$ cat src/lat_align_pkg.sv
// Constants, register map and timing figures for the receive latency alignment block
package lat_align_pkg;
	// Register byte addresses (printed offsets are indices)
	localparam logic [11:0] PHASE_A_IDX   = 12'h037;
	localparam logic [11:0] PHASE_B_IDX   = 12'h038;
	localparam logic [11:0] ADDR_PHASE_A  = 12'h0dc;
	localparam logic [11:0] ADDR_PHASE_B  = 12'h0e0;
	localparam logic [11:0] ADDR_CTRL     = 12'h100;
	localparam logic [11:0] ADDR_STATUS   = 12'h104;
	localparam logic [11:0] ADDR_LATENCY  = 12'h108;
	// Control field positions
	localparam int CTRL_SUBCLASS1 = 0;
	localparam int CTRL_MODE_LSB  = 1;
	localparam int CTRL_INTERP1X  = 3;
	localparam int CTRL_NCO_ONLY  = 4;
	localparam logic [31:0] CTRL_RESET = 32'h0000_0011;
	// Sampling modes of a lane
	typedef enum logic [1:0] {MODE_HALF, MODE_FULL, MODE_OVS, MODE_OVS2} lane_mode_t;
	// Lane rate limits in Mbps
	localparam logic [15:0] RATE_HALF_MAX = 16'h30d4; // 12500
	localparam logic [15:0] RATE_FULL_MAX = 16'h186a; // 6250
	localparam logic [15:0] RATE_OVS_MAX  = 16'h0c35; // 3125
	localparam logic [15:0] RATE_OVS2_MAX = 16'h061a; // 1562
	// Sample rate limits in MSPS
	localparam logic [15:0] CPLX_MAX_MSPS = 16'h09c4; // 2500
	localparam logic [15:0] REAL_MAX_MSPS = 16'h1388; // 5000
	// Timing figures
	localparam int PCLK_DIV        = 40;
	localparam int FIXED_LAT_MAX   = 12;
	localparam int VAR_LAT_MAX     = 2;
	localparam int IFACE_LAT       = 1;
	localparam int PIPE_DELAY      = 48;
	localparam int LMFC_DELAY      = 4;
	localparam int SYSREF_DIV      = 4;
	localparam int LMFC_PERIOD     = 32;
endpackage

$ cat src/lat_align_top.sv
// Receive latency alignment: sample handoff, reference capture, multiframe clock and APB registers
//
// Register access over APB was left to the implementer.
`timescale 1ns/1ps
module lat_align_top
	import lat_align_pkg::*;
#(
	parameter int SAMPLE_W   = 32,
	parameter int FIFO_DEPTH = 8,
	parameter int PIPE_LEN   = PIPE_DELAY
) (
	input  wire logic                core_clk,    // Device clock
	input  wire logic                sys_rst,     // Sync reset, high
	input  wire logic                pclk_ce,     // Processing clock enable (lane rate / 40)
	input  wire logic                sysref_in,   // Sync reference pin
	input  wire logic [SAMPLE_W-1:0] deframe_data,// Deframed sample word
	input  wire logic                deframe_valid,// Sample present
	output logic                     deframe_ready,// FIFO space
	input  wire logic [15:0]         lane_rate_mbps,// Lane rate from link setup
	input  wire logic [15:0]         sample_msps, // Input sample rate
	output logic [SAMPLE_W-1:0]      dp_data,     // Datapath output sample
	output logic                     dp_valid,    // Output sample valid
	output logic                     lmfc_pulse,  // Multiframe clock edge
	input  wire logic                psel,        // APB select
	input  wire logic                penable,     // APB enable
	input  wire logic                pwrite,      // APB write
	input  wire logic [11:0]         paddr,       // APB address
	input  wire logic [31:0]         pwdata,      // APB write data
	output logic [31:0]              prdata,      // APB read data
	output logic                     pready,      // APB ready
	output logic                     pslverr      // APB error
);
	import lat_align_pkg::*;

	////////////////////////////////////////////////////////////////////////////
	// Declarations
	logic [31:0]         ctrl_reg;
	logic                sref_s1_reg;
	logic                sref_s2_reg;
	logic                sref_q_reg;
	logic [SYSREF_DIV-2:0] sref_win_reg;
	logic [1:0]          cap_phase;
	logic [7:0]          phase_a_reg;
	logic [7:0]          phase_b_reg;
	logic [2:0]          realign_cnt_reg;
	logic                realign_reg;
	logic [5:0]          lmfc_cnt_reg;
	logic                rate_err_reg;
	logic                smp_err_reg;
	logic [SAMPLE_W-1:0] ifc_data_reg;
	logic                ifc_valid_reg;
	logic [SAMPLE_W:0]   pipe_reg [PIPE_LEN];
	logic [SAMPLE_W-1:0] fifo_data;
	logic                fifo_valid;
	logic                fifo_pop;
	logic                sref_tick;
	logic                sref_edge;
	logic [15:0]         rate_max;
	logic [15:0]         smp_max;
	logic                apb_acc;
	logic                addr_ok;
	logic [31:0]         rd_mux;
	lane_mode_t          mode;

	assign mode = lane_mode_t'(ctrl_reg[CTRL_MODE_LSB +: 2]);

	////////////////////////////////////////////////////////////////////////////
	// Deframed sample buffer
	lat_fifo #(.WIDTH(SAMPLE_W), .DEPTH(FIFO_DEPTH)) u_fifo (
		.core_clk (core_clk),
		.sys_rst  (sys_rst),
		.in_data  (deframe_data),
		.in_valid (deframe_valid),
		.in_ready (deframe_ready),
		.out_data (fifo_data),
		.out_valid(fifo_valid),
		.out_ready(fifo_pop)
	);

	// One word per processing-clock cycle leaves the buffer
	assign fifo_pop = pclk_ce;

	// Interface stage: one processing-clock cycle into the datapath
	always_ff @(posedge core_clk) begin
		if (sys_rst) begin
			ifc_data_reg  <= '0;
			ifc_valid_reg <= 1'b0;
		end else if (pclk_ce) begin
			ifc_data_reg  <= fifo_data;
			ifc_valid_reg <= fifo_valid;
		end
	end

	// Datapath pipeline of fixed device-clock depth
	always_ff @(posedge core_clk) begin
		if (sys_rst) begin
			for (int i = 0; i < PIPE_LEN; i++)
				pipe_reg[i] <= '0;
		end else begin
			pipe_reg[0] <= {ifc_valid_reg && pclk_ce, ifc_data_reg};
			for (int i = 1; i < PIPE_LEN; i++)
				pipe_reg[i] <= pipe_reg[i-1];
		end
	end

	assign dp_data  = pipe_reg[PIPE_LEN-1][SAMPLE_W-1:0];
	assign dp_valid = pipe_reg[PIPE_LEN-1][SAMPLE_W];

	////////////////////////////////////////////////////////////////////////////
	// Reference input synchroniser
	always_ff @(posedge core_clk) begin
		if (sys_rst) begin
			sref_s1_reg <= 1'b0;
			sref_s2_reg <= 1'b0;
		end else begin
			sref_s1_reg <= sysref_in;
			sref_s2_reg <= sref_s1_reg;
		end
	end

	// Quarter-rate sampling divider
	lat_pclk_div #(.DIV(SYSREF_DIV)) u_sref_div (
		.core_clk(core_clk),
		.sys_rst (sys_rst),
		.clear   (1'b0),
		.tick    (sref_tick),
		.phase   ()
	);

	// Window history of per-phase samples shifted every clock, plus the quarter-rate sample
	always_ff @(posedge core_clk) begin
		if (sys_rst) begin
			sref_win_reg <= '0;
			sref_q_reg   <= 1'b0;
		end else begin
			sref_win_reg <= {sref_win_reg[SYSREF_DIV-3:0], sref_s2_reg};
			if (sref_tick)
				sref_q_reg <= sref_s2_reg;
		end
	end

	// Oldest high sample in the window gives the capture phase
	always_comb begin
		cap_phase = '0;
		for (int i = 0; i < SYSREF_DIV-1; i++)
			if (sref_win_reg[i])
				cap_phase = 2'(i + 1);
	end

	assign sref_edge = sref_tick && sref_s2_reg && !sref_q_reg;

	// Capture phase readback
	always_ff @(posedge core_clk) begin
		if (sys_rst) begin
			phase_a_reg <= '0;
			phase_b_reg <= '0;
		end else if (sref_edge) begin
			phase_a_reg <= {6'h00, cap_phase};
			phase_b_reg <= 8'({sref_win_reg, sref_s2_reg}); // Raw window, newest in bit 0
		end
	end

	// Realignment delay after a captured edge, subclass 1 only
	always_ff @(posedge core_clk) begin
		if (sys_rst) begin
			realign_cnt_reg <= '0;
			realign_reg     <= 1'b0;
		end else begin
			realign_reg <= 1'b0;
			if (sref_edge && ctrl_reg[CTRL_SUBCLASS1])
				realign_cnt_reg <= 3'(LMFC_DELAY);
			else if (realign_cnt_reg != '0) begin
				realign_cnt_reg <= realign_cnt_reg - 3'h1;
				realign_reg     <= (realign_cnt_reg == 3'h1);
			end
		end
	end

	// Local multiframe clock counter
	always_ff @(posedge core_clk) begin
		if (sys_rst || realign_reg)
			lmfc_cnt_reg <= '0;
		else if (lmfc_cnt_reg == 6'(LMFC_PERIOD-1))
			lmfc_cnt_reg <= '0;
		else
			lmfc_cnt_reg <= lmfc_cnt_reg + 6'h01;
	end

	assign lmfc_pulse = (lmfc_cnt_reg == '0);

	////////////////////////////////////////////////////////////////////////////
	// Rate range
	always_comb begin
		case (mode)
			MODE_HALF: rate_max = RATE_HALF_MAX;
			MODE_FULL: rate_max = RATE_FULL_MAX;
			MODE_OVS:  rate_max = RATE_OVS_MAX;
			MODE_OVS2: rate_max = RATE_OVS2_MAX;
			default:   rate_max = RATE_HALF_MAX;
		endcase
		smp_max = ctrl_reg[CTRL_INTERP1X] ? REAL_MAX_MSPS : CPLX_MAX_MSPS;
	end

	// Sticky limit errors, cleared by writing a one to their status bit
	always_ff @(posedge core_clk) begin
		if (sys_rst) begin
			rate_err_reg <= 1'b0;
			smp_err_reg  <= 1'b0;
		end else begin
			if (lane_rate_mbps > rate_max)
				rate_err_reg <= 1'b1;
			else if (apb_acc && pwrite && paddr == ADDR_STATUS && pwdata[0])
				rate_err_reg <= 1'b0;
			if (sample_msps > smp_max)
				smp_err_reg <= 1'b1;
			else if (apb_acc && pwrite && paddr == ADDR_STATUS && pwdata[1])
				smp_err_reg <= 1'b0;
		end
	end

	////////////////////////////////////////////////////////////////////////////
	// APB slave: zero wait states, error on unmapped addresses
	assign apb_acc = psel && penable;
	assign pready  = 1'b1;
	assign addr_ok = (paddr == ADDR_PHASE_A) || (paddr == ADDR_PHASE_B) || (paddr == ADDR_CTRL)
	              || (paddr == ADDR_STATUS) || (paddr == ADDR_LATENCY);
	assign pslverr = apb_acc && !addr_ok;

	// Control register write
	always_ff @(posedge core_clk) begin
		if (sys_rst)
			ctrl_reg <= CTRL_RESET;
		else if (apb_acc && pwrite && paddr == ADDR_CTRL)
			ctrl_reg <= {27'h0, pwdata[4:0]};
	end

	// Read mux
	always_comb begin
		case (paddr)
			ADDR_PHASE_A: rd_mux = {24'h0, phase_a_reg};
			ADDR_PHASE_B: rd_mux = {24'h0, phase_b_reg};
			ADDR_CTRL:    rd_mux = ctrl_reg;
			ADDR_STATUS:  rd_mux = {30'h0, smp_err_reg, rate_err_reg};
			ADDR_LATENCY: rd_mux = {8'(PIPE_LEN), 8'(IFACE_LAT), 8'(VAR_LAT_MAX), 8'(FIXED_LAT_MAX)};
			default:      rd_mux = 32'h0;
		endcase
	end

	// Read data register
	always_ff @(posedge core_clk) begin
		if (sys_rst)
			prdata <= '0;
		else if (psel && !penable && !pwrite)
			prdata <= rd_mux;
	end
endmodule

$ cat src/lat_fifo.sv
// Parameterised valid/ready FIFO for deframed samples
`timescale 1ns/1ps
module lat_fifo #(
	parameter int WIDTH = 32,
	parameter int DEPTH = 8
) (
	input  wire logic             core_clk, // Clock
	input  wire logic             sys_rst,  // Sync reset
	input  wire logic [WIDTH-1:0] in_data,  // Write data
	input  wire logic             in_valid, // Write request
	output logic                  in_ready, // Space left
	output logic      [WIDTH-1:0] out_data, // Head word
	output logic                  out_valid,// Not empty
	input  wire logic             out_ready // Drain
);
	localparam int AW = $clog2(DEPTH);
	logic [WIDTH-1:0] mem [DEPTH];
	logic [AW-1:0]    wr_ptr_reg;
	logic [AW-1:0]    rd_ptr_reg;
	logic [AW:0]      count_reg;
	logic             push;
	logic             pop;

	// Handshakes
	assign in_ready  = (count_reg != (AW+1)'(DEPTH));
	assign out_valid = (count_reg != '0);
	assign push      = in_valid && in_ready;
	assign pop       = out_valid && out_ready;
	assign out_data  = mem[rd_ptr_reg];

	// Storage
	always_ff @(posedge core_clk) begin
		if (push)
			mem[wr_ptr_reg] <= in_data;
	end

	// Pointers and fill count
	always_ff @(posedge core_clk) begin
		if (sys_rst) begin
			wr_ptr_reg <= '0;
			rd_ptr_reg <= '0;
			count_reg  <= '0;
		end else begin
			if (push)
				wr_ptr_reg <= (wr_ptr_reg == AW'(DEPTH-1)) ? '0 : wr_ptr_reg + 1'b1;
			if (pop)
				rd_ptr_reg <= (rd_ptr_reg == AW'(DEPTH-1)) ? '0 : rd_ptr_reg + 1'b1;
			count_reg <= count_reg + (AW+1)'(push) - (AW+1)'(pop);
		end
	end
endmodule

$ cat src/lat_pclk_div.sv
// Divider making one-cycle enable pulses at a fixed fraction of the clock
`timescale 1ns/1ps
module lat_pclk_div #(
	parameter int DIV = 40
) (
	input  wire logic core_clk, // Clock
	input  wire logic sys_rst,  // Sync reset
	input  wire logic clear,    // Restart the count
	output logic      tick,     // One-cycle pulse
	output logic [7:0] phase    // Current count
);
	logic [7:0] cnt_reg;

	// Free-running count, restarted by clear
	always_ff @(posedge core_clk) begin
		if (sys_rst || clear)
			cnt_reg <= '0;
		else if (cnt_reg == 8'(DIV-1))
			cnt_reg <= '0;
		else
			cnt_reg <= cnt_reg + 8'h01;
	end

	assign tick  = (cnt_reg == 8'(DIV-1));
	assign phase = cnt_reg;
endmodule

$ cat config.mk
export PLATFORM = sky130hd
export DESIGN_NAME = lat_align_top
export DESIGN_NICKNAME = d
export VERILOG_FILES = /design/src/lat_align_pkg.sv /design/src/lat_align_top.sv /design/src/lat_fifo.sv /design/src/lat_pclk_div.sv
export SDC_FILE = /design/constraint.sdc
export NUM_CORES = 2
export LEC_CHECK = 0
export ABC_CLOCK_PERIOD_IN_PS = 4500
export BUFFER_PORTS_ARGS = -buffer_cell sky130_fd_sc_hd__buf_4
export CAP_MARGIN = 0
export CORE_MARGIN = 3
export CORE_UTILIZATION = 45
export DETAILED_ROUTE_END_ITERATION = 8
export GPL_TIMING_DRIVEN = 1
export SETUP_SLACK_MARGIN = 0.05
export SLEW_MARGIN = 20
export SYNTH_ARGS = -nofsm -noshare
export SYNTH_HDL_FRONTEND = slang
export SYNTH_HIERARCHICAL = 1
export SYNTH_SLANG_ARGS = --single-unit
$ cat constraint.sdc
create_clock -name core_clk -period 4.5 [get_ports core_clk]
set_input_delay 0.225 -clock core_clk [delete_from_list [all_inputs] [get_ports core_clk]]
set_output_delay 0.225 -clock core_clk [all_outputs]
set_load 0.02 [all_outputs]
# [After elaboration in Yosys (flattened, before gate mapping)]
# Memory sizes are Yosys's and may differ from the RTL's. A register that Yosys moved wholly into a read port is not among the register bits.
# Cells that the tools add are included.
[totals] reg_bits=80 ramBits=1840 inputBits=116 output_inout_bits=69 mem_count=2
[op_classes] add_sub_neg=7 n_lt_le_gt_ge=2 eq_ne=14 n_mux=67 bitwise_logic=49 n_reduce_logical=35
[mem_list] name="pipe_reg" words=48 word_bits=33 rd=48 rd_ports_with_merged_regs=0 write_ports=48 line_no="lat_align_top.sv:52" rtl="logic [SAMPLE_W:0] pipe_reg [PIPE_LEN];"
[mem_list] name="u_fifo.mem" words=8 word_bits=32 rd=1 rd_ports_with_merged_regs=1 write_ports=1 line_no="lat_fifo.sv:17" rtl="logic [WIDTH-1:0] mem [DEPTH];"
[op_table] cell="$mux 33" count=48
[op_table] cell="$pmux 30 s5" count=1
[op_table] cell="$pmux 16 s4" count=1
[op_table] cell="$or 1x1->1" count=48
[op_table] cell="$eq 12x9->1 const B" count=3
[op_table] cell="$eq 12x8->1 const B" count=2
[op_table] cell="$gt 16x13->1" count=1
[op_table] cell="$gt 16x16->1" count=1
[op_table] cell="$logic_and 1x1->1" count=15
[op_table] cell="$mux 13" count=1
[op_table] cell="$mux 3" count=4
[op_table] cell="$mux 1" count=10
[op_table] cell="$add 8x1->8 const B" count=1
[op_table] cell="$eq 8x2->1 const B" count=1
[op_table] cell="$add 3x1->3 const B" count=2
[op_table] cell="$add 6x1->6 const B" count=1
[op_table] cell="$eq 3x3->1 const B" count=2
[op_table] cell="$eq 6x5->1 const B" count=1
[op_table] cell="$logic_not 6->1" count=1
[op_table] cell="$reduce_bool 2->1" count=3
[op_table] cell="$reduce_or 2->1" count=3
[op_table] cell="$logic_or 1x1->1" count=5
[op_table] cell="$add 4x1->4" count=1
[op_table] cell="$eq 2x2->1 const B" count=2
[op_table] cell="12 further kinds" count=16

# [Logic depth before layout (Yosys ltp)]
[depth] word_depth=7 ltp_mapped=11 depth_no_buf=10

# [By module]
# Netlist, hierarchy kept.
[by_module_without_submodules] module="lat_align_top" instances=1 cells_each=3761 area_per_inst_um2=46009.1
[by_module_without_submodules] module="lat_fifo" instances=1 cells_each=446 area_per_inst_um2=10482.6
[by_module_without_submodules] module="lat_pclk_div" instances=1 cells_each=38 area_per_inst_um2=362.8

# [Least setup slack after synthesis]
# OpenSTA, ideal clock, no wires.
[synth_path] path_kind="register to register" from="register u_fifo.count_reg[2]" to="memory u_fifo.mem[0][0], enable pin" arrival_time_ps=4022 setup_slack_ps=-24 path_stages_with_launch=6 path_cell_list="dfxtp_1 > inv_1 > ha_1 > or3b_2 > nand2_2 > nor4_1"
[synth_between] elab_chain_cells=4
[synth_lines] item="start: declaration" line_no="lat_fifo.sv:20" rtl="logic [AW:0] count_reg;"
[synth_lines] item="start signal: assignment" line_no="lat_fifo.sv:48" rtl="count_reg <= count_reg + (AW+1)'(push) - (AW+1)'(pop);"
[synth_lines] item="$ne 4x4->1" line_no="lat_fifo.sv:25" rtl="assign in_ready = (count_reg != (AW+1)'(DEPTH));"
[synth_lines] item="net deframe_ready" line_no="lat_align_top.sv:18" rtl="output logic deframe_ready,"
[synth_lines] item="$logic_and 1x1->1" line_no="lat_fifo.sv:27" rtl="assign push = in_valid && in_ready;"
[synth_lines] item="$mux 1" line_no="lat_fifo.sv:33" rtl="if (push)"
[synth_lines] item="$mux 1 (not written as such)" line_no="lat_fifo.sv:34" rtl="mem[wr_ptr_reg] <= in_data;"
[synth_lines] item="end: declaration" line_no="lat_fifo.sv:17"
# The timed path passes the listed nets, and every way through them passes these cells.

# [Worst setup path after layout]
[layout_path] from="input port paddr[5]" to="register ctrl_reg[1]"
[layout_between] elab_chain_cells=2
[layout_lines] item="start: declaration" line_no="lat_align_top.sv:27" rtl="input wire logic [11:0] paddr,"
[layout_lines] item="$eq 12x9->1" line_no="lat_align_top.sv:233" rtl="else if (apb_acc && pwrite && paddr == ADDR_CTRL)"
[layout_lines] item="$logic_and 1x1->1" line_no="lat_align_top.sv:233"
[layout_lines] item="end signal: assignment" line_no="lat_align_top.sv:234" rtl="ctrl_reg <= {27'h0, pwdata[4:0]};"
[layout_lines] item="end: declaration" line_no="lat_align_top.sv:37" rtl="logic [31:0] ctrl_reg;"
# Every way passes these cells.
# A chain may end at the register's enable or synchronous reset.

==> reports/results.tsv <==
metric	value	unit
status	finished, final reports clean	
P&R area growth vs syn	15.6	%
Warnings, synthesis	6	
CORE AREA	125000	µm²
min Tclk post-route	3280	ps
max-slew violation count	0	
Worst Path Buf+Inv	5	
register area	41200	µm²
Leakage Power	25.2	nW
CP Class	primary input to flop	
vias per cell	4.33	
crit-path most repeated cell	dlygate4sd3_1	
count of input and output buffers	133	
final setup violation count	0	
GRT overflow	0	
Layout fillers	10500	
clock latency on the worst-skew pair	760	ps
mux contribution to synthesized area	0.0426	
Vias	26800	
pwr dens	519	nW/µm²
Core Rows	129	
Largest register FFs	1584	
FFs w/ async S/R, synth	0	
number of global-route vias before repair	25200	
Non-Filler Instances	6190	
Crit. End Element	flop	
Seq cells post-synth	1929	
Worst-path clk slew	70	ps
die width	361	µm
DR iter-0 viols	1276	
Initial Util	0.456	
Post-Route Skew	23.4	ps
Avg WL per Cell	11.5	µm
main flop type after synthesis	dfxtp_1	
maximum VDD drop	0.393	mV
complex-gate fraction of the synthesized area	0.00616	
initial antenna violation count	1	
fin crit share	0.730	
Yosys cell types	59	
RSZ-0062 raised after global routing	no	
Synth area leader	dfxtp_1	
synth top area cells	dfxtp_1 (59%), nor2b_1 (18%), edfxtp_1 (14%)	
slowest stage delay, CP	650	ps
sequential area share after synthesis	0.724	
Post-CTS Setup Repair Bufs	0	
first-pass GRT wire length	120000	µm
Synth Area in Adders	0.00960	
Total GRT Usage	0.110	
XOR/XNOR Fraction of Synth Area	0.00139	
Total Power	34.1	mW
Final #Nets	4571	
top-area cell type share of the netlist area	0.589	
die area	131000	µm²
Root Buffer	clkbuf_16	
Max-slew headroom	0.386	
Setup WS pre-CTS	1920	ps
DRT Pass-1 Iters	4	
Num CTS Buffers	180	
placer congestion estimate	0.706	
Max Freq	304	MHz
final setup margin	1220	ps
combinational family with the most area after synthesis	simple AND/OR/NAND/NOR gates	
Post-Syn Area	56900	µm²
WP data arrival	3940	ps
layout cells sized above 1	0.113	
DRT Wirelength	71200	µm
Max Cap Viol	0	
residual DRC count	0	
number of synthesized flops with an enable pin	256	
Final Hold Viols	0	
crit start category	primary input	
post-cts sizing count	0	
Max Fanout on Critical Path	7	
Die Y	361	µm
min-delay worst type	primary input to flop	
Synth Area in Simple Gates	0.192	
WP data required	5150	ps
detailed placer's ending HPWL	34100	µm
Max Root-Sink Buffers	3	
crit path cell chain	dlygate4sd3_1, buf_4, or4b_4, nor4_4, dlygate4sd3_1, nand3_2, mux2i_1, dlygate4sd3_1, nor2_1, dlygate4sd3_1	
setup TNS	0	ps
Num Clock Sinks	1929	
largest net degree at the start of global routing	197	
Ports	185	
ANT nets after route	0	
mean cell area of the mapped netlist	13.4	µm²
Slew @ Worst Pin	920	ps
multi-input logic area	14400	µm²
Placed Instances	5794	
clock tree from TritonCTS	done	
H-tree Lvls	4	
Cells after Synth	4245	
final hold slack	120	ps
CP delay by family, top	buffers and inverters	
Slowest-stage cell, CP	dlygate4sd3_1	
-- power breakdown --
part           internal, mW  leakage, nW  switching, mW  total (mW)
Clock                  8.66         2.92           6.09        14.8
Sequential             17.8         15.8          0.193        18.0
Combinational         0.686         6.50          0.712        1.40
Total                  27.1         25.2           7.00        34.1
-- per-layer routing --
metal	up-vias	wire length (µm)	track usage
li1	13800	-	-
met1	12500	32500	0.132
met2	320	33400	0.185
met3	168	2980	0.0270
met4	0	2270	0.0533
met5	-	0	0
-- repair_timing --
item,CTS,global route
endpoints found under the hold margin,378,0
hold buffers,73,0
setup endpoints to repair,0,0
-- cells in the mapped netlist (2+ instances only) --
cell type,n
dfxtp_1,1673
nor2b_1,1593
edfxtp_1,256
clkbuf_1,189
nor2_1,85
buf_4,59
mux2i_1,46
ha_1,42
mux4_1,40
mux2_2,33
mux4_2,24
inv_1,22
a21oi_1,19
nand2_1,19
nand2b_1,16
o21ai_0,13
nand3_1,12
nor3_1,11
buf_1,7
buf_6,7
buf_2,6
nand4_1,6
nor4_1,5
or3_1,5
xnor2_1,5
a211oi_1,4
xor2_1,4
and2_1,3
or3b_2,3
a211o_1,2
a22oi_1,2
and3_1,2
and4_1,2
conb_1,2
nand4b_1,2
o211ai_1,2
or4b_4,2
-- kinds of logic after synthesis --
| kind of cell | after synthesis |
|---|---|
| DFF | 1929 |
| adders and majority gates | 43 |
| other | 2 |
| AOI/OAI and AO/OA | 52 |
| buffers and inverters | 290 |
| and+or+nand+nor | 1777 |
| xor gates and xnor gates | 9 |
| muxes | 143 |
-- cell type report --
| cell class | count | area share |
|---|---|---|
| well taps | 1637 | 0.0312 |
| clock inverters | 60 | 0.0108 |
| inverters | 22 | 0.00126 |
| clock buffers | 262 | 0.0796 |
| flip-flops and latches | 1929 | 0.626 |
| repair buffers | 230 | 0.0311 |
| multi-input cells | 2049 | 0.220 |
| diodes | 1 | 0.0000381 |
-- worst min-delay path, stage by stage --
cell and delay [ps]:
buf_4 90, nor2b_1 50, nand2_1 110, o32ai_1 100, a32o_1 260
-- cell usage in the layout (no fill, tap or decap), types with 6 or more instances in the layout --
master            n
nand2b_1         16
buf_12           11
bufinv_16        10
nor2b_1        1593
a21oi_1          19
nor3_1            7
mux2i_1          46
nand4_1           6
buf_4           146
clkbuf_16       181
mux4_2           24
o21ai_0          13
dfxtp_1        1670
inv_1            22
clkbuf_1         41
ha_1             42
dlygate4sd3_1    73
nor2_1           82
clkinv_2         28
edfxtp_1        256
clkinv_8          7
clkbuf_8         40
nand3_1          12
mux2_2           33
conb_1           25
nand2_1          19
mux4_1           40
-- worst paths after layout --
check	startpoint	endpoint	slack (ps)	cells past startpoint
setup / recovery	paddr[5]	ctrl_reg[1]	1220	10
hold / removal	paddr[8]	prdata[1]	120	5
setup reg to reg	ctrl_reg[1]	rate_err_reg	1350	10
hold reg to reg	pipe_reg[1][92]	pipe_reg[1][125]	420	1
-- metrics by stage --
step / utilization / instance area [µm²]
CTS: 0.528 / 65700
global placement: 0.474 / 59100
finish: 0.528 / 65700
floorplan: - / 56900
detailed placement: 0.474 / 59100
global route: 0.528 / 65700
Note: power is estimated with default switching activity, not from simulation.
